--- config.mk ---
export PLATFORM = sky130hd
export DESIGN_NAME = hpvr_host_port_ctrl
export DESIGN_NICKNAME = d
export VERILOG_FILES = /design/src/design/hpvr_pkg.sv /design/src/design/hpvr_host_port_ctrl.sv
export SDC_FILE = /design/constraint.sdc
export NUM_CORES = 1
export LEC_CHECK = 0
export BUFFER_PORTS_ARGS = -buffer_cell sky130_fd_sc_hd__buf_2
export CORE_AREA = 2 2 282 354
export DETAILED_ROUTE_END_ITERATION = 10
export DIE_AREA = 0 0 284 356
export GPL_ROUTABILITY_DRIVEN = 0
export GPL_TIMING_DRIVEN = 0
export SYNTH_ARGS = -nofsm -noshare
export SYNTH_HDL_FRONTEND = slang
export SYNTH_SLANG_ARGS = --single-unit
export TNS_END_PERCENT = 1
--- constraint.sdc ---
create_clock -name clock -period 10.3 [get_ports clock]
set_input_delay 2.06 -clock clock [delete_from_list [all_inputs] [get_ports clock]]
set_output_delay 2.06 -clock clock [all_outputs]
set_load 0.02 [all_outputs]
--- src/design/hpvr_pkg.sv ---
// Constants shared by the host port VLAN and rate control block
`default_nettype none
package hpvr_pkg;
  // ==========================================================
  // Bus and register map
  localparam int HPVR_AW = 8;
  localparam int HPVR_DW = 16;
  localparam logic [HPVR_AW-1:0] HPVR_OFF_TAG = 8'ha0;
  localparam logic [HPVR_AW-1:0] HPVR_OFF_MODE = 8'ha2;
  localparam logic [HPVR_AW-1:0] HPVR_OFF_IRLO = 8'ha4;
  localparam logic [HPVR_AW-1:0] HPVR_OFF_IRHI = 8'ha6;
  localparam logic [HPVR_AW-1:0] HPVR_OFF_ERLO = 8'ha8;
  localparam logic [HPVR_AW-1:0] HPVR_OFF_ERHI = 8'haa;
  localparam logic [HPVR_AW-1:0] HPVR_OFF_QCFG = 8'hb0;
  localparam logic [HPVR_AW-1:0] HPVR_OFF_STAT = 8'hb2;
  // ==========================================================
  // Field layout
  localparam int HPVR_VID_W = 12;
  localparam int HPVR_CFI_BIT = 12;
  localparam int HPVR_UPRI_LSB = 13;
  localparam int HPVR_UPRI_W = 3;
  localparam int HPVR_MACMODE_BIT = 7;
  localparam int HPVR_ILM_LSB = 2;
  localparam int HPVR_IFG_BIT = 1;
  localparam int HPVR_PRE_BIT = 0;
  localparam int HPVR_RATE_W = 7;
  localparam int HPVR_RATE_HI_LSB = 8;
  localparam int HPVR_RATE_LO_LSB = 0;
  localparam int HPVR_EDGE_BIT = 7;
  localparam int HPVR_EGEN_BIT = 7;
  localparam int HPVR_QMULTI_BIT = 0;
  localparam int HPVR_QTWO_BIT = 1;
  localparam int HPVR_MODE_W = 8;
  localparam int HPVR_CNT_W = 8;
  // ==========================================================
  // Reset values and write masks
  localparam logic [HPVR_DW-1:0] HPVR_TAG_RST = 16'h0001;
  localparam logic [HPVR_DW-1:0] HPVR_ZERO_RST = 16'h0000;
  localparam logic [HPVR_DW-1:0] HPVR_MASK_RLO = 16'h7fff;
  localparam logic [HPVR_DW-1:0] HPVR_MASK_RHI = 16'h7f7f;
  localparam logic [HPVR_DW-1:0] HPVR_MASK_QCFG = 16'h0003;
  // ==========================================================
  // Metering
  localparam int HPVR_LEN_W = 11;
  localparam int HPVR_CHG_W = 12;
  localparam int HPVR_BKT_W = 16;
  localparam int HPVR_PRIOS = 4;
  localparam int HPVR_CODES = 128;
  localparam logic [HPVR_CHG_W-1:0] HPVR_IFG_BYTES = 12'h00c;
  localparam logic [HPVR_CHG_W-1:0] HPVR_PRE_BYTES = 12'h008;
  localparam logic [HPVR_RATE_W-1:0] HPVR_RATE_FULL = 7'h00;
  localparam int HPVR_CLK_MHZ = 50;
  localparam int HPVR_WINDOW_US = 1000;
  localparam int HPVR_WINDOW_CYC = HPVR_WINDOW_US * HPVR_CLK_MHZ;
  localparam int HPVR_BYTES_PER_CODE = 98;

  typedef enum logic [1:0] {
    HPVR_ILM_ALL = 2'b00,
    HPVR_ILM_BMF = 2'b01,
    HPVR_ILM_BM = 2'b10,
    HPVR_ILM_B = 2'b11
  } hpvr_ilm_e;

  typedef logic [HPVR_CODES*HPVR_BKT_W-1:0] hpvr_table_t;

  // Linear default: each code step allows a fixed byte count per window
  function automatic hpvr_table_t hpvrBuildTable(input int step);
    hpvr_table_t t;
    t = '0;
    for (int i = 0; i < HPVR_CODES; i++) begin
      t[i*HPVR_BKT_W +: HPVR_BKT_W] = HPVR_BKT_W'(i * step);
    end
    return t;
  endfunction : hpvrBuildTable
endpackage : hpvr_pkg
`default_nettype wire

--- src/design/hpvr_host_port_ctrl.sv ---
// Host port default tag, mode strap and ingress/egress rate limiter
//
// Functional notes
// - 12-bit default VID, resets to one
// - Priority bits 15:13, CFI bit 12, reset zero
// - Receive-valid strap latched into mode bit 7
// - Ingress limit mode selects metered frame classes
// - Gap bit adds twelve bytes per frame
// - Preamble bit adds eight bytes per frame
// - Ingress priorities 1 and 0 limits
// - Ingress priorities 3 and 2 limits
// - Code zero means full rate, no limit
// - Bit 7 picks RMII sample edge
// - Single queue applies priority-0 egress limit only
// - Two queues apply priority-1 and priority-0 limits
// - Egress limiting only while enable bit set
// - Egress priorities 1 and 0 limit fields
// - Multi-queue bit splits output into four queues, or two when the two-queue bit is also set
//
// The strobed register port was chosen for this implementation.
`default_nettype none
module hpvr_host_port_ctrl #(
  parameter int WINDOW_CYC = hpvr_pkg::HPVR_WINDOW_CYC,
  parameter hpvr_pkg::hpvr_table_t RATE_TABLE =
    hpvr_pkg::hpvrBuildTable(hpvr_pkg::HPVR_BYTES_PER_CODE)
) (
  input wire logic clock,
  input wire logic srst,
  input wire logic [hpvr_pkg::HPVR_AW-1:0] regAddr,
  input wire logic [hpvr_pkg::HPVR_DW-1:0] regWrData,
  input wire logic regWrite,
  input wire logic regRead,
  output logic [hpvr_pkg::HPVR_DW-1:0] regRdData_q,
  input wire logic rxDataValidPin,
  input wire logic igFrame,
  input wire logic [hpvr_pkg::HPVR_LEN_W-1:0] igLength,
  input wire logic [1:0] igPriority,
  input wire logic igBroadcast,
  input wire logic igMulticast,
  input wire logic igFloodUnicast,
  output logic igDone_q,
  output logic igDrop_q,
  input wire logic egFrame,
  input wire logic [hpvr_pkg::HPVR_LEN_W-1:0] egLength,
  input wire logic [1:0] egPriority,
  output logic egDone_q,
  output logic egAllow_q,
  output logic [1:0] egQueue_q,
  output logic [hpvr_pkg::HPVR_VID_W-1:0] defaultVid_q,
  output logic [hpvr_pkg::HPVR_UPRI_W-1:0] defaultPriority_q,
  output logic defaultCfi_q,
  output logic macMiiMode_q,
  output logic rmiiSampleFalling_q,
  output logic multiQueue_q
);
  import hpvr_pkg::*;

  // ==========================================================
  // Register storage
  logic [HPVR_DW-1:0] tagReg_q;
  logic [HPVR_MODE_W-1:0] modeReg_q;
  logic [HPVR_DW-1:0] irLoReg_q;
  logic [HPVR_DW-1:0] irHiReg_q;
  logic [HPVR_DW-1:0] erLoReg_q;
  logic [HPVR_DW-1:0] erHiReg_q;
  logic [HPVR_DW-1:0] qCfgReg_q;
  logic [HPVR_CNT_W-1:0] igDropCnt_q;
  logic [HPVR_CNT_W-1:0] egDenyCnt_q;
  logic strapPending_q;
  logic strapMeta_q;
  logic strapSync_q;

  // The pin is asynchronous; two stages before the capture reads it
  always_ff @(posedge clock) begin
    strapMeta_q <= rxDataValidPin;
    strapSync_q <= strapMeta_q;
  end

  always_ff @(posedge clock) begin
    if (srst) begin
      tagReg_q <= HPVR_TAG_RST;
    end else if (regWrite && regAddr == HPVR_OFF_TAG) begin
      tagReg_q <= regWrData;
    end
  end

  // ==========================================================
  // Strap capture
  // Strap is caught in the first cycle after release, then software owns it
  always_ff @(posedge clock) begin
    if (srst) begin
      strapPending_q <= 1'b1;
      modeReg_q <= HPVR_ZERO_RST[HPVR_MODE_W-1:0];
    end else if (strapPending_q) begin
      strapPending_q <= 1'b0;
      modeReg_q[HPVR_MACMODE_BIT] <= strapSync_q;
    end else if (regWrite && regAddr == HPVR_OFF_MODE) begin
      modeReg_q <= regWrData[HPVR_MODE_W-1:0];
    end
  end

  // ==========================================================
  // Rate limit registers
  // Ingress limits; bit 7 of the low register also selects the RMII sample edge
  always_ff @(posedge clock) begin
    if (srst) begin
      irLoReg_q <= HPVR_ZERO_RST;
      irHiReg_q <= HPVR_ZERO_RST;
    end else if (regWrite) begin
      if (regAddr == HPVR_OFF_IRLO) begin
        irLoReg_q <= regWrData & HPVR_MASK_RLO;
      end
      if (regAddr == HPVR_OFF_IRHI) begin
        irHiReg_q <= regWrData & HPVR_MASK_RHI;
      end
    end
  end

  // Egress limits; bit 7 of the low register is the limit enable
  always_ff @(posedge clock) begin
    if (srst) begin
      erLoReg_q <= HPVR_ZERO_RST;
      erHiReg_q <= HPVR_ZERO_RST;
    end else if (regWrite) begin
      if (regAddr == HPVR_OFF_ERLO) begin
        erLoReg_q <= regWrData & HPVR_MASK_RLO;
      end
      if (regAddr == HPVR_OFF_ERHI) begin
        erHiReg_q <= regWrData & HPVR_MASK_RHI;
      end
    end
  end

  // ==========================================================
  // Queue layout
  always_ff @(posedge clock) begin
    if (srst) begin
      qCfgReg_q <= HPVR_ZERO_RST;
    end else if (regWrite && regAddr == HPVR_OFF_QCFG) begin
      qCfgReg_q <= regWrData & HPVR_MASK_QCFG;
    end
  end

  // ==========================================================
  // Read port
  always_ff @(posedge clock) begin
    if (srst) begin
      regRdData_q <= HPVR_ZERO_RST;
    end else if (regRead) begin
      unique case (regAddr)
        HPVR_OFF_TAG: regRdData_q <= tagReg_q;
        HPVR_OFF_MODE: regRdData_q <= {{(HPVR_DW-HPVR_MODE_W){1'b0}}, modeReg_q};
        HPVR_OFF_IRLO: regRdData_q <= irLoReg_q;
        HPVR_OFF_IRHI: regRdData_q <= irHiReg_q;
        HPVR_OFF_ERLO: regRdData_q <= erLoReg_q;
        HPVR_OFF_ERHI: regRdData_q <= erHiReg_q;
        HPVR_OFF_QCFG: regRdData_q <= qCfgReg_q;
        HPVR_OFF_STAT: regRdData_q <= {egDenyCnt_q, igDropCnt_q};
        default: regRdData_q <= HPVR_ZERO_RST;
      endcase
    end
  end

  // ==========================================================
  // Configuration outputs
  // Copies are registered so every port comes from a flop; they trail by a cycle
  always_ff @(posedge clock) begin
    if (srst) begin
      defaultVid_q <= HPVR_TAG_RST[HPVR_VID_W-1:0];
      defaultPriority_q <= '0;
      defaultCfi_q <= 1'b0;
      macMiiMode_q <= 1'b0;
      rmiiSampleFalling_q <= 1'b0;
      multiQueue_q <= 1'b0;
    end else begin
      defaultVid_q <= tagReg_q[HPVR_VID_W-1:0];
      defaultPriority_q <= tagReg_q[HPVR_UPRI_LSB +: HPVR_UPRI_W];
      defaultCfi_q <= tagReg_q[HPVR_CFI_BIT];
      macMiiMode_q <= modeReg_q[HPVR_MACMODE_BIT];
      rmiiSampleFalling_q <= irLoReg_q[HPVR_EDGE_BIT];
      multiQueue_q <= qCfgReg_q[HPVR_QMULTI_BIT];
    end
  end

  // ==========================================================
  // Metering window
  // One window shared by all buckets; the wide count covers any window length
  logic [31:0] winCnt_q;
  logic winTick;

  assign winTick = (winCnt_q == 32'(WINDOW_CYC - 1));

  always_ff @(posedge clock) begin
    if (srst || winTick) begin
      winCnt_q <= '0;
    end else begin
      winCnt_q <= winCnt_q + 32'h0000_0001;
    end
  end

  function automatic logic [HPVR_BKT_W-1:0] rateBytes(input logic [HPVR_RATE_W-1:0] code);
    return RATE_TABLE[code*HPVR_BKT_W +: HPVR_BKT_W];
  endfunction : rateBytes

  // ==========================================================
  // Per-frame charge and limit selection
  logic [HPVR_CHG_W-1:0] overhead;
  logic [HPVR_CHG_W-1:0] igCharge;
  logic [HPVR_CHG_W-1:0] egCharge;
  logic [HPVR_RATE_W-1:0] igCode [HPVR_PRIOS];
  logic [HPVR_RATE_W-1:0] egCode [HPVR_PRIOS];
  logic igMetered;
  logic [1:0] egQueue;

  // Gap and preamble bytes are charged alike in both directions
  always_comb begin
    overhead = '0;
    if (modeReg_q[HPVR_IFG_BIT]) begin
      overhead = overhead + HPVR_IFG_BYTES;
    end
    if (modeReg_q[HPVR_PRE_BIT]) begin
      overhead = overhead + HPVR_PRE_BYTES;
    end
  end

  assign igCharge = HPVR_CHG_W'(igLength) + overhead;
  assign egCharge = HPVR_CHG_W'(egLength) + overhead;

  assign igCode[0] = irLoReg_q[HPVR_RATE_LO_LSB +: HPVR_RATE_W];
  assign igCode[1] = irLoReg_q[HPVR_RATE_HI_LSB +: HPVR_RATE_W];
  assign igCode[2] = irHiReg_q[HPVR_RATE_LO_LSB +: HPVR_RATE_W];
  assign igCode[3] = irHiReg_q[HPVR_RATE_HI_LSB +: HPVR_RATE_W];
  assign egCode[0] = erLoReg_q[HPVR_RATE_LO_LSB +: HPVR_RATE_W];
  assign egCode[1] = erLoReg_q[HPVR_RATE_HI_LSB +: HPVR_RATE_W];
  assign egCode[2] = erHiReg_q[HPVR_RATE_LO_LSB +: HPVR_RATE_W];
  assign egCode[3] = erHiReg_q[HPVR_RATE_HI_LSB +: HPVR_RATE_W];

  // Unmetered classes bypass the buckets and are never charged
  always_comb begin
    unique case (hpvr_ilm_e'(modeReg_q[HPVR_ILM_LSB +: 2]))
      HPVR_ILM_ALL: igMetered = 1'b1;
      HPVR_ILM_BMF: igMetered = igBroadcast | igMulticast | igFloodUnicast;
      HPVR_ILM_BM: igMetered = igBroadcast | igMulticast;
      HPVR_ILM_B: igMetered = igBroadcast;
    endcase
  end

  // Queue count decides which egress limits are live
  // In two-queue mode priorities 1 to 3 share queue 1, priority 0 keeps queue 0
  always_comb begin
    if (!qCfgReg_q[HPVR_QMULTI_BIT]) begin
      egQueue = 2'b00;
    end else if (qCfgReg_q[HPVR_QTWO_BIT]) begin
      egQueue = {1'b0, egPriority != 2'b00};
    end else begin
      egQueue = egPriority;
    end
  end

  // ==========================================================
  // Byte buckets, one per priority and direction
  logic [HPVR_BKT_W-1:0] igUsed_q [HPVR_PRIOS];
  logic [HPVR_BKT_W-1:0] egUsed_q [HPVR_PRIOS];
  logic [HPVR_PRIOS-1:0] igOver;
  logic [HPVR_PRIOS-1:0] egOver;
  logic igPass;
  logic egPass;

  // Code zero never limits; a frame that would overflow the window is refused
  assign igPass = !igMetered || !igOver[igPriority];
  assign egPass = !erLoReg_q[HPVR_EGEN_BIT] || !egOver[egQueue];

  for (genvar p = 0; p < HPVR_PRIOS; p++) begin : g_bucket
    logic [HPVR_BKT_W-1:0] igBase;
    logic [HPVR_BKT_W-1:0] egBase;
    logic [HPVR_BKT_W:0] igSum;
    logic [HPVR_BKT_W:0] egSum;

    // A frame on the window edge opens the new window instead of being lost
    assign igBase = winTick ? '0 : igUsed_q[p];
    assign egBase = winTick ? '0 : egUsed_q[p];
    assign igSum = {1'b0, igBase} + (HPVR_BKT_W+1)'(igCharge);
    assign egSum = {1'b0, egBase} + (HPVR_BKT_W+1)'(egCharge);
    assign igOver[p] = igCode[p] != HPVR_RATE_FULL &&
                       igSum > (HPVR_BKT_W+1)'(rateBytes(igCode[p]));
    assign egOver[p] = egCode[p] != HPVR_RATE_FULL &&
                       egSum > (HPVR_BKT_W+1)'(rateBytes(egCode[p]));

    // Only code zero can run past the top; saturate so a later limit sees a full bucket
    always_ff @(posedge clock) begin
      if (srst) begin
        igUsed_q[p] <= '0;
      end else if (igFrame && igMetered && igPass && igPriority == 2'(p)) begin
        igUsed_q[p] <= igSum[HPVR_BKT_W] ? '1 : igSum[HPVR_BKT_W-1:0];
      end else if (winTick) begin
        igUsed_q[p] <= '0;
      end
    end

    always_ff @(posedge clock) begin
      if (srst) begin
        egUsed_q[p] <= '0;
      end else if (egFrame && erLoReg_q[HPVR_EGEN_BIT] && egPass && egQueue == 2'(p)) begin
        egUsed_q[p] <= egSum[HPVR_BKT_W] ? '1 : egSum[HPVR_BKT_W-1:0];
      end else if (winTick) begin
        egUsed_q[p] <= '0;
      end
    end
  end

  // ==========================================================
  // Decisions and statistics
  // Drop and deny counters stop at all ones so a long burst never reads as few
  always_ff @(posedge clock) begin
    if (srst) begin
      igDone_q <= 1'b0;
      igDrop_q <= 1'b0;
      igDropCnt_q <= '0;
    end else begin
      igDone_q <= igFrame;
      igDrop_q <= igFrame && !igPass;
      if (igFrame && !igPass && igDropCnt_q != '1) begin
        igDropCnt_q <= igDropCnt_q + 8'h01;
      end
    end
  end

  always_ff @(posedge clock) begin
    if (srst) begin
      egDone_q <= 1'b0;
      egAllow_q <= 1'b0;
      egQueue_q <= 2'b00;
      egDenyCnt_q <= '0;
    end else begin
      egDone_q <= egFrame;
      egAllow_q <= egFrame && egPass;
      egQueue_q <= egFrame ? egQueue : egQueue_q;
      if (egFrame && !egPass && egDenyCnt_q != '1) begin
        egDenyCnt_q <= egDenyCnt_q + 8'h01;
      end
    end
  end
endmodule : hpvr_host_port_ctrl
`default_nettype wire

### Word level (Yosys, flattened, before mapping)

Memories as Yosys holds them, arrays and structs flattened.
Cells that the tools add are included.
W data, S select, Z words.

* flip-flop bits (word level): 176
* RAM bits: 128
* output and inout bits: 41
* memories: 2

Memory list
* egUsed_q: words 4, bits a word 16, read ports 4, clocked after Yosys merged registers in 0, write ports 4, line hpvr_host_port_ctrl.sv:263 `logic [HPVR_BKT_W-1:0] egUsed_q [HPVR_PRIOS];`
* igUsed_q: words 4, bits a word 16, read ports 4, clocked after Yosys merged registers in 0, write ports 4, line hpvr_host_port_ctrl.sv:262 `logic [HPVR_BKT_W-1:0] igUsed_q [HPVR_PRIOS];`

* add/subtract/negate cells: 14
* magnitude comparators: 10
* equality and inequality tests: 20
* shift operators: 8
* mux-type cells: 95
* bitwise logic cells: 19
* reductions and logical operators: 55

Operator list (count)
* $shiftx A2048 B12 Y16 const A: 8
* $mux W16: 32
* $add A16 B12 Y17: 8
* $gt A17 B16 Y1: 8
* $pmux W16 S8: 1
* $eq A8 B8 Y1 const B: 8
* $reduce_bool A7 Y1: 8
* $mux W1: 54
* $add A32 B1 Y32 const B: 1
* $eq A32 B16 Y1 const B: 1
* $logic_and A1 B1 Y1: 28
* $add A11 B12 Y12: 2
* $or A1 B1 Y1: 18
* $add A8 B1 Y8 const B: 2
* $ne A8 B8 Y1 const B: 2
* $add A12 B4 Y12 const B: 1
* $eq A2 B2 Y1 const B: 6
* $mux W12: 1
* $reduce_and A2 Y1: 5
* $mux W8: 1
* $eq A2 B1 Y1 const B: 3
* $logic_not A1 Y1: 6
* $logic_not A2 Y1: 3
* $lt A2 B3 Y1 const B: 2
* other kinds (7): 12

### Depth between registers and ports, before layout

Gate-level depths: netlist (run 1).

* depth in word-level cells: 18
* gate-level depth with buffers: 41
* depth with buffers taken out: 28

### Worst setup path after synthesis (run 1)

Ideal clock, no wire load.

* kind: register to register
* from: reg winCnt_q[0]
* to: mem egUsed_q[0][0], enable pin
* library setup time: 0.411 ns
* arrival time: 8.240 ns
* required time: 9.889 ns
* slack: 1.649 ns
* cell stages (with the launch flop): 42
* path buffers: 13
* cells stage by stage: dfxtp_1 ha_1 and3_1 and4_1 nand2_2 buf_6 buf_6 buf_6 buf_6 buf_6 buf_4 clkbuf_1 clkbuf_1 clkbuf_1 buf_1 clkbuf_1 and2_1 ha_1 [6 not listed] or2_2 a31oi_1 nor3_1 o31a_1 ha_1 a21oi_1 nor2b_1 o21ai_0 nand2b_1 a21oi_1 o211ai_1 a21boi_0 and4_1 a211o_1 buf_6 buf_6 nand3_1 o21ai_0

RTL lines
* start, declared: line hpvr_host_port_ctrl.sv:188 `logic [31:0] winCnt_q;`
* start signal, assigned: line hpvr_host_port_ctrl.sv:197 `winCnt_q <= winCnt_q + 32'h0000_0001;`
* end, declared: line hpvr_host_port_ctrl.sv:263

==> results.sh, run 1 <==
export IMPL_syn_cell_area_um2=29100
export IMPL_grt_use_met2_pct=32.2
export IMPL_grt_antenna_before_repair=10
export IMPL_final_seq_area_um2=7370
export IMPL_synth_adder_area_share_pct=11.5
export IMPL_hold_ws_ps=327
export IMPL_r2r_end="egUsed_q[3][10]$_SDFFCE_PP0P_"
export IMPL_grt_overflow=0
export IMPL_clk_latency_ps=580
export IMPL_grtUsageMet1_pct=24.1
export IMPL_worstReg2RegStart="winCnt_q[0]$_SDFF_PP0_"
export IMPL_vdd_drop_max_uv=101
export IMPL_maxSlewViolCount=0
export IMPL_worst_pin_slew_ps=992
export IMPL_busiest_layer="met2"
export IMPL_path_common_cell="buf_6"
export IMPL_period_share_pct=95.4
export IMPL_startpoint="winCnt_q[0]$_SDFF_PP0_"
export IMPL_ys_seq_area_share_pct=25.3
export IMPL_skew_ps=31.5
export IMPL_fin_tns_setup_ps=0
export IMPL_synth_compound_area_share_pct=26.2
export IMPL_reg2reg_depth=39
export IMPL_grtUsageMet3_pct=2.61
export IMPL_syn_inst=3735
export IMPL_cp_required_ps=10560
export IMPL_synth_simple_area_share_pct=21.2
export IMPL_endpoint_kind="flop"
export IMPL_synth_edf_count=128
export IMPL_synth_mux_area_share_pct=2.96
export IMPL_maxCapViolCount=0
export IMPL_syn_to_final_growth_pct=11.7
export IMPL_synth_xor_area_share_pct=6.98
export IMPL_die_w_um=284
export IMPL_powerDensity_nw_per_um2=102
export IMPL_cp_max_fo=28
export IMPL_htree_levels=2
export IMPL_grt_max_degree=29
export IMPL_cp_start_kind="flop"
export IMPL_status="finished clean"
export IMPL_nets=4186
export IMPL_synth_ff_type="dfxtp_1"
export IMPL_vias=28725
export IMPL_synth_avg_cell_area_um2=7.80
export IMPL_ys_async_sr_fraction_pct=0
export IMPL_clockBufferDepth=3
export IMPL_cpPeakStageDelay_ps=620
export IMPL_worst_r2r_setup_slack_ps=480
export IMPL_drive_above_1_share_pct=8.39
export IMPL_setup_viol=0
export IMPL_grt_pass1_vias=27090
export IMPL_die_h_um=356
export IMPL_synth_area_leaders="edfxtp_1 (13%), dfxtp_1 (12%), ha_1 (11%), a21oi_1 (6.5%), nand2_1 (5.5%)"
export IMPL_netlist_area_leader_share_pct=13.2
export IMPL_yosysWarningCount=0
export IMPL_synth_cell_types=112
export IMPL_drt_pass1_iter_count=6
export IMPL_drc_errors=0
export IMPL_cts_sinks=304
export IMPL_setup_slack_ps=476
export IMPL_hpwl_um=79300
export IMPL_layout_min_cycle_time_ps=9820
export IMPL_postCtsHoldBufs=0
export IMPL_numCtsBuffers=36
export IMPL_yosys_area_top_type="edfxtp_1"
export IMPL_multiInputGateArea_um2=20100
export IMPL_dieArea_um2=101000
export IMPL_syn_nets=4052
export IMPL_max_slew_margin_pct=33.4
export IMPL_clock_fmax_mhz=102
export IMPL_postRouteAntennaNets=0
export IMPL_cpMaxStageDelayCell="clkbuf_1"
export IMPL_crit_path_end="egUsed_q[3][10]$_SDFFCE_PP0P_"
export IMPL_via_per_inst=5.52
export IMPL_synth_seq_cells=304
export IMPL_power_mw=3.33
export IMPL_hp_class="flop to flop"
export IMPL_rsz0062_at_grt="false"
export IMPL_core_region_area_um2=98100
export IMPL_path_depth=39
export IMPL_io_pins=101
export IMPL_dp_slack_ps=-1500
export IMPL_port_buffers=92
export IMPL_cp_buffers_inverters=12
export IMPL_crit_arrival_ps=10080
export IMPL_drt_initial_drc_count=2274
export IMPL_grt_first_pass_wirelength_um=155000
export IMPL_critPathKind="flop to flop"
export IMPL_n_fill_cell=10533
export IMPL_cts_tree="done"
export IMPL_synth_top_family_by_area="compound AO/OA/AOI/OAI gates"
export IMPL_wirelength_um=102000
export IMPL_wl_per_cell_um=19.5
export IMPL_root_buffer="clkbuf_16"
export IMPL_grt_usage_pct=19.3
export IMPL_utilization_pct=33.1
export IMPL_hold_viol=0
export IMPL_crit_family="buffers and inverters"
export IMPL_clk_pin_slew_worst_paths_ps=60
export IMPL_p_leak_nw=12.1
export IMPL_start_util_pct=29.7
export IMPL_num_rows=129
==> cell usage in the layout, fill, tap and decap left out, types with 12 or more instances in the layout <==
cell type and n:
inv_1 148, ha_1 247, and2_1 72, nand2b_1 57
xnor2_1 136, nand4_1 39, a21boi_0 14, nor3_1 48
a31oi_1 42, o22ai_1 26, buf_2 120, o21a_1 47
o21ba_2 21, o21ai_0 228, o221ai_1 12, nand2_1 430
nand3_1 79, a21oi_1 381, or3_1 26, dfxtp_1 176
a211oi_1 48, xor2_1 85, or2_2 12, clkinv_1 14
a21o_1 48, buf_1 29, o31ai_1 25, clkbuf_16 37
clkbuf_1 176, o211ai_1 46, edfxtp_1 128, and3_1 40
a22oi_1 40, nor4_1 20, o311ai_0 15, nor2b_1 63
nor2_1 328, mux2i_1 48
==> cell type report <==
cell class,instances,area share [%]
multi-input cells,3016,61.9
well taps,1310,5.04
clock inverters,18,0.469
clock buffers,47,3.07
flip-flops and latches,304,22.6
repair buffers,98,1.65
inverters,164,1.90
diodes,2,0.0154
plain buffers,249,3.34
==> report_power, final <==
group          internal, mW  total, mW  switching (mW)
sequential             1.28       1.30          0.0202
combinational         0.286      0.736           0.449
clock                 0.717       1.29           0.571
total                  2.29       3.33            1.04
==> cell usage after synthesis (all sizes together), types with 28 or more instances <==
cell type,n
nand2,431
a21oi,382
nor2,330
ha,247
o21ai,243
dfxtp,176
clkbuf,175
inv,150
xnor2,140
edfxtp,128
xor2,85
nand3,79
buf,76
and2,75
nor2b,63
nand2b,57
a211oi,53
nor3,50
a21o,48
mux2i,48
o21a,48
o211ai,47
a31oi,44
nand4,42
a22oi,40
and3,40
o22ai,28
==> worst min-delay path by stage <==
stage	end	cells after the start	slack, ps	from
CTS	strapSync_q$_DFF_P_	0	330	strapMeta_q$_DFF_P_
floorplan	strapSync_q$_DFF_P_	0	310	strapMeta_q$_DFF_P_
global placement	strapSync_q$_DFF_P_	0	310	strapMeta_q$_DFF_P_
finish	strapSync_q$_DFF_P_	0	330	strapMeta_q$_DFF_P_
detailed placement	strapSync_q$_DFF_P_	0	310	strapMeta_q$_DFF_P_
global route	strapSync_q$_DFF_P_	0	340	strapMeta_q$_DFF_P_
==> worst register-to-register path, delay by kind of cell, from the launching register on <==
| kind | cells | cell delay, ps |
|---|---|---|
| AO/OA/AOI/OAI | 13 | 2880 |
| buffers and inverters | 12 | 3570 |
| flip-flops | 1 | 320 |
| adder cells (fa/ha/maj) | 3 | 840 |
| AND/OR/NAND/NOR | 11 | 1920 |
==> sequential cells by signal, indices dropped and copies added, names as in the netlist, 12 cells and up <==
signal	cells
regRdData_q	16
irHiReg_q	14
erLoReg_q	15
defaultVid_q	12
igUsed_q	64
winCnt_q	32
tagReg_q	16
erHiReg_q	14
egUsed_q	64
irLoReg_q	15
==> repair_timing <==
action,4_1_cts,5_1_grt
resized for setup,3,9
pin swaps,0,2
setup buffers,0,3
endpoints found under the setup margin,274,178
==> logic make-up after synthesis <==
family,Yosys count
simple gates,1283
compound gates,1174
buf+inv,415
flops,304
fa+ha+maj,262
xor+xnor,225
mux,72
==> metal layers <==
| layer | up-vias | share of wire [%] |
|---|---|---|
| met5 | - | 0.052 |
| met4 | 10 | 5.9 |
| met3 | 298 | 5.8 |
| met2 | 1032 | 46 |
| met1 | 13555 | 43 |
| li1 | 13830 | - |
==> through the flow <==
stage | area [um2] | cells
5_1_grt | 32500 | 5207
3_5_place_dp | 31300 | 5140
2_1_floorplan | 29100 | 3735
6_report | 32500 | 5208
4_1_cts | 32400 | 5203
3_3_place_gp | 31200 | 5137
Note: power is estimated with default switching activity, not from simulation.
==> run 2: changes to the inputs <==
CORE_AREA = 2 2 234 293   (was 2 2 282 354)
DIE_AREA = 0 0 236 295   (was 0 0 284 356)
GPL_TIMING_DRIVEN = default   (was 0)
==> results.sh, run 2 (synthesis gave the netlist of run 1 again) <==
export IMPL_maxUsedRoutingLayer="met5"
export IMPL_layout_min_cycle_time_ps=8360
export IMPL_switching_share_pct=30.4
export IMPL_cts_setup_buffers=0
export IMPL_status="finished clean"
export IMPL_seqPwrFrac_pct=39.1
export IMPL_vdd_drop_max_uv=115
export IMPL_hpwl_um=68100
export IMPL_io_pins=101
export IMPL_dieArea_um2=69600
export IMPL_start_util_pct=43.7
export IMPL_dr_wl_met3_um=5480
export IMPL_drive_above_1_share_pct=8.76
export IMPL_clk_latency_ps=570
export IMPL_endpoint_kind="flop"
export IMPL_via_per_inst=6.04
export IMPL_switchingPower_mw=1.02
export IMPL_max_slew_margin_pct=11.9
export IMPL_grt_usage_pct=25.9
export IMPL_drc_errors=0
export IMPL_mostFrequentLayoutCells="nand2_1 (430), a21oi_1 (381), nor2_1 (329)"
export IMPL_wl_met2_um=43200
export IMPL_worst_pin_slew_ps=1290
export IMPL_syn_to_final_growth_pct=7.18
export IMPL_combPwrFrac_pct=21.0
export IMPL_pwr_share_clk_pct=39.8
export IMPL_dpl_instance_area_um2=30000
export IMPL_maxCapViolCount=0
export IMPL_port_buffers=100
export IMPL_powerDensity_nw_per_um2=107
export IMPL_p_leak_nw=11.9
export IMPL_hold_viol=0
export IMPL_grt_overflow=0
export IMPL_hold_ws_ps=325
export IMPL_wl_per_cell_um=20.3
export IMPL_clk_pin_slew_worst_paths_ps=60
export IMPL_fin_area_um2=31200
export IMPL_dp_slack_ps=1450
export IMPL_crit_arrival_ps=8550
export IMPL_htree_levels=2
export IMPL_die_w_um=236
export IMPL_cts_resized=0
export IMPL_grt_max_degree=71
export IMPL_core_region_area_um2=66700
export IMPL_rsz0062_at_grt="false"
export IMPL_clockBufferDepth=3
export IMPL_cp_required_ps=10490
export IMPL_cp_max_fo=16
export IMPL_setup_slack_ps=1940
export IMPL_skew_ps=38.4
export IMPL_cts_sinks=304
export IMPL_grt_antenna_before_repair=1
export IMPL_vias=27562
export IMPL_reg_top3="egUsed_q (64), igUsed_q (64), winCnt_q (32)"
export IMPL_numCtsBuffers=37
export IMPL_num_rows=106
export IMPL_setup_viol=0
export IMPL_grt_first_pass_wirelength_um=145000
export IMPL_layout_commonest_cell="nand2_1"
export IMPL_fin_tns_setup_ps=0
export IMPL_die_h_um=295
export IMPL_p_int_mw=2.33
export IMPL_clock_fmax_mhz=120
export IMPL_postCtsHoldBufs=0
export IMPL_period_share_pct=81.2
export IMPL_cts_tree="done"
export IMPL_antenna_cells=0
export IMPL_wl_met1_um=41400
export IMPL_hp_class="flop to flop"
export IMPL_critPathKind="input port to flop"
export IMPL_wirelength_um=92700
export IMPL_maxSlewViolCount=0
export IMPL_drt_pass1_iter_count=6
export IMPL_grt_pass1_vias=25368
export IMPL_nets=3987
export IMPL_cp_start_kind="input port"
export IMPL_postRouteAntennaNets=0
export IMPL_root_buffer="clkbuf_16"
export IMPL_drt_initial_drc_count=2259
run 2: cell types whose count changed in the layout (fill, tap and decap cells not counted), sizes merged:
cell and delta:
diode -2, clkinvlp +2, buf -27, clkbuf -168, clkinv -5
run 2: cell type report:
cell class / instances / area (um2)
well taps: 864 / 1080
fillers: 6634 / 35500
multi-input cells: 3016 / 20100
clock buffers: 52 / 1090
inverters: 164 / 617
clock inverters: 15 / 133
flip-flops and latches: 304 / 7370
repair buffers: 147 / 856
run 2: path summary, 6_finish.rpt:
kind                      startpoint                            end  slack, ps  cells after the start
max reg2reg  winCnt_q[24]$_SDFF_PP0_  igUsed_q[1][13]$_SDFFCE_PP0P_       2170                     28
max                      igLength[3]   igUsed_q[1][0]$_SDFFCE_PP0P_       1940                     26
min              strapMeta_q$_DFF_P_            strapSync_q$_DFF_P_        330                      0
min reg2reg      strapMeta_q$_DFF_P_            strapSync_q$_DFF_P_        330                      0
run 2: per-stage QoR:
| step | power (mW) | util (%) | cells |
|---|---|---|---|
| global placement | 2.02 | 45.0 | 4495 |
| floorplan | 1.84 | - | 3735 |
| detailed placement | 2.03 | 45.0 | 4495 |
| finish | 3.35 | 46.8 | 4562 |
| CTS | 3.36 | 46.8 | 4562 |
| global route | 3.50 | 46.8 | 4562 |
run 2: worst max-delay path, cell delays in order:
cell	delay (ps)
buf_2	120
ha_1	290
a21oi_1	400
o21a_4	240
o211a_1	430
clkinv_2	330
ha_1	360
a21oi_1	340
nand2_1	110
a211o_1	300
a311o_1	360
a31oi_2	250
xnor2_1	200
ha_1	290
a21oi_1	170
nor2b_1	60
o21ai_0	160
nand2b_1	80
a21o_1	180
a21oi_1	120
o22ai_1	100
and4bb_1	350
a211oi_4	70
buf_4	230
nor2_1	400
a31o_2	530
run 2: per-layer routing:
layer,global-route usage (%),vias to the layer above
met5,0,-
met4,7.89,2
met3,3.10,135
met2,43.4,916
met1,34.8,13104
li1,-,13405
run 2: power by group through the flow:
| stage | logic (mW) | clock network, mW | registers, mW |
|---|---|---|---|
| global placement | 0.689 | 0 | 1.33 |
| finish | 0.704 | 1.33 | 1.31 |
| CTS | 0.698 | 1.36 | 1.31 |
| global route | 0.788 | 1.40 | 1.31 |
| detailed placement | 0.692 | 0 | 1.33 |
| floorplan | 0.515 | 0 | 1.32 |
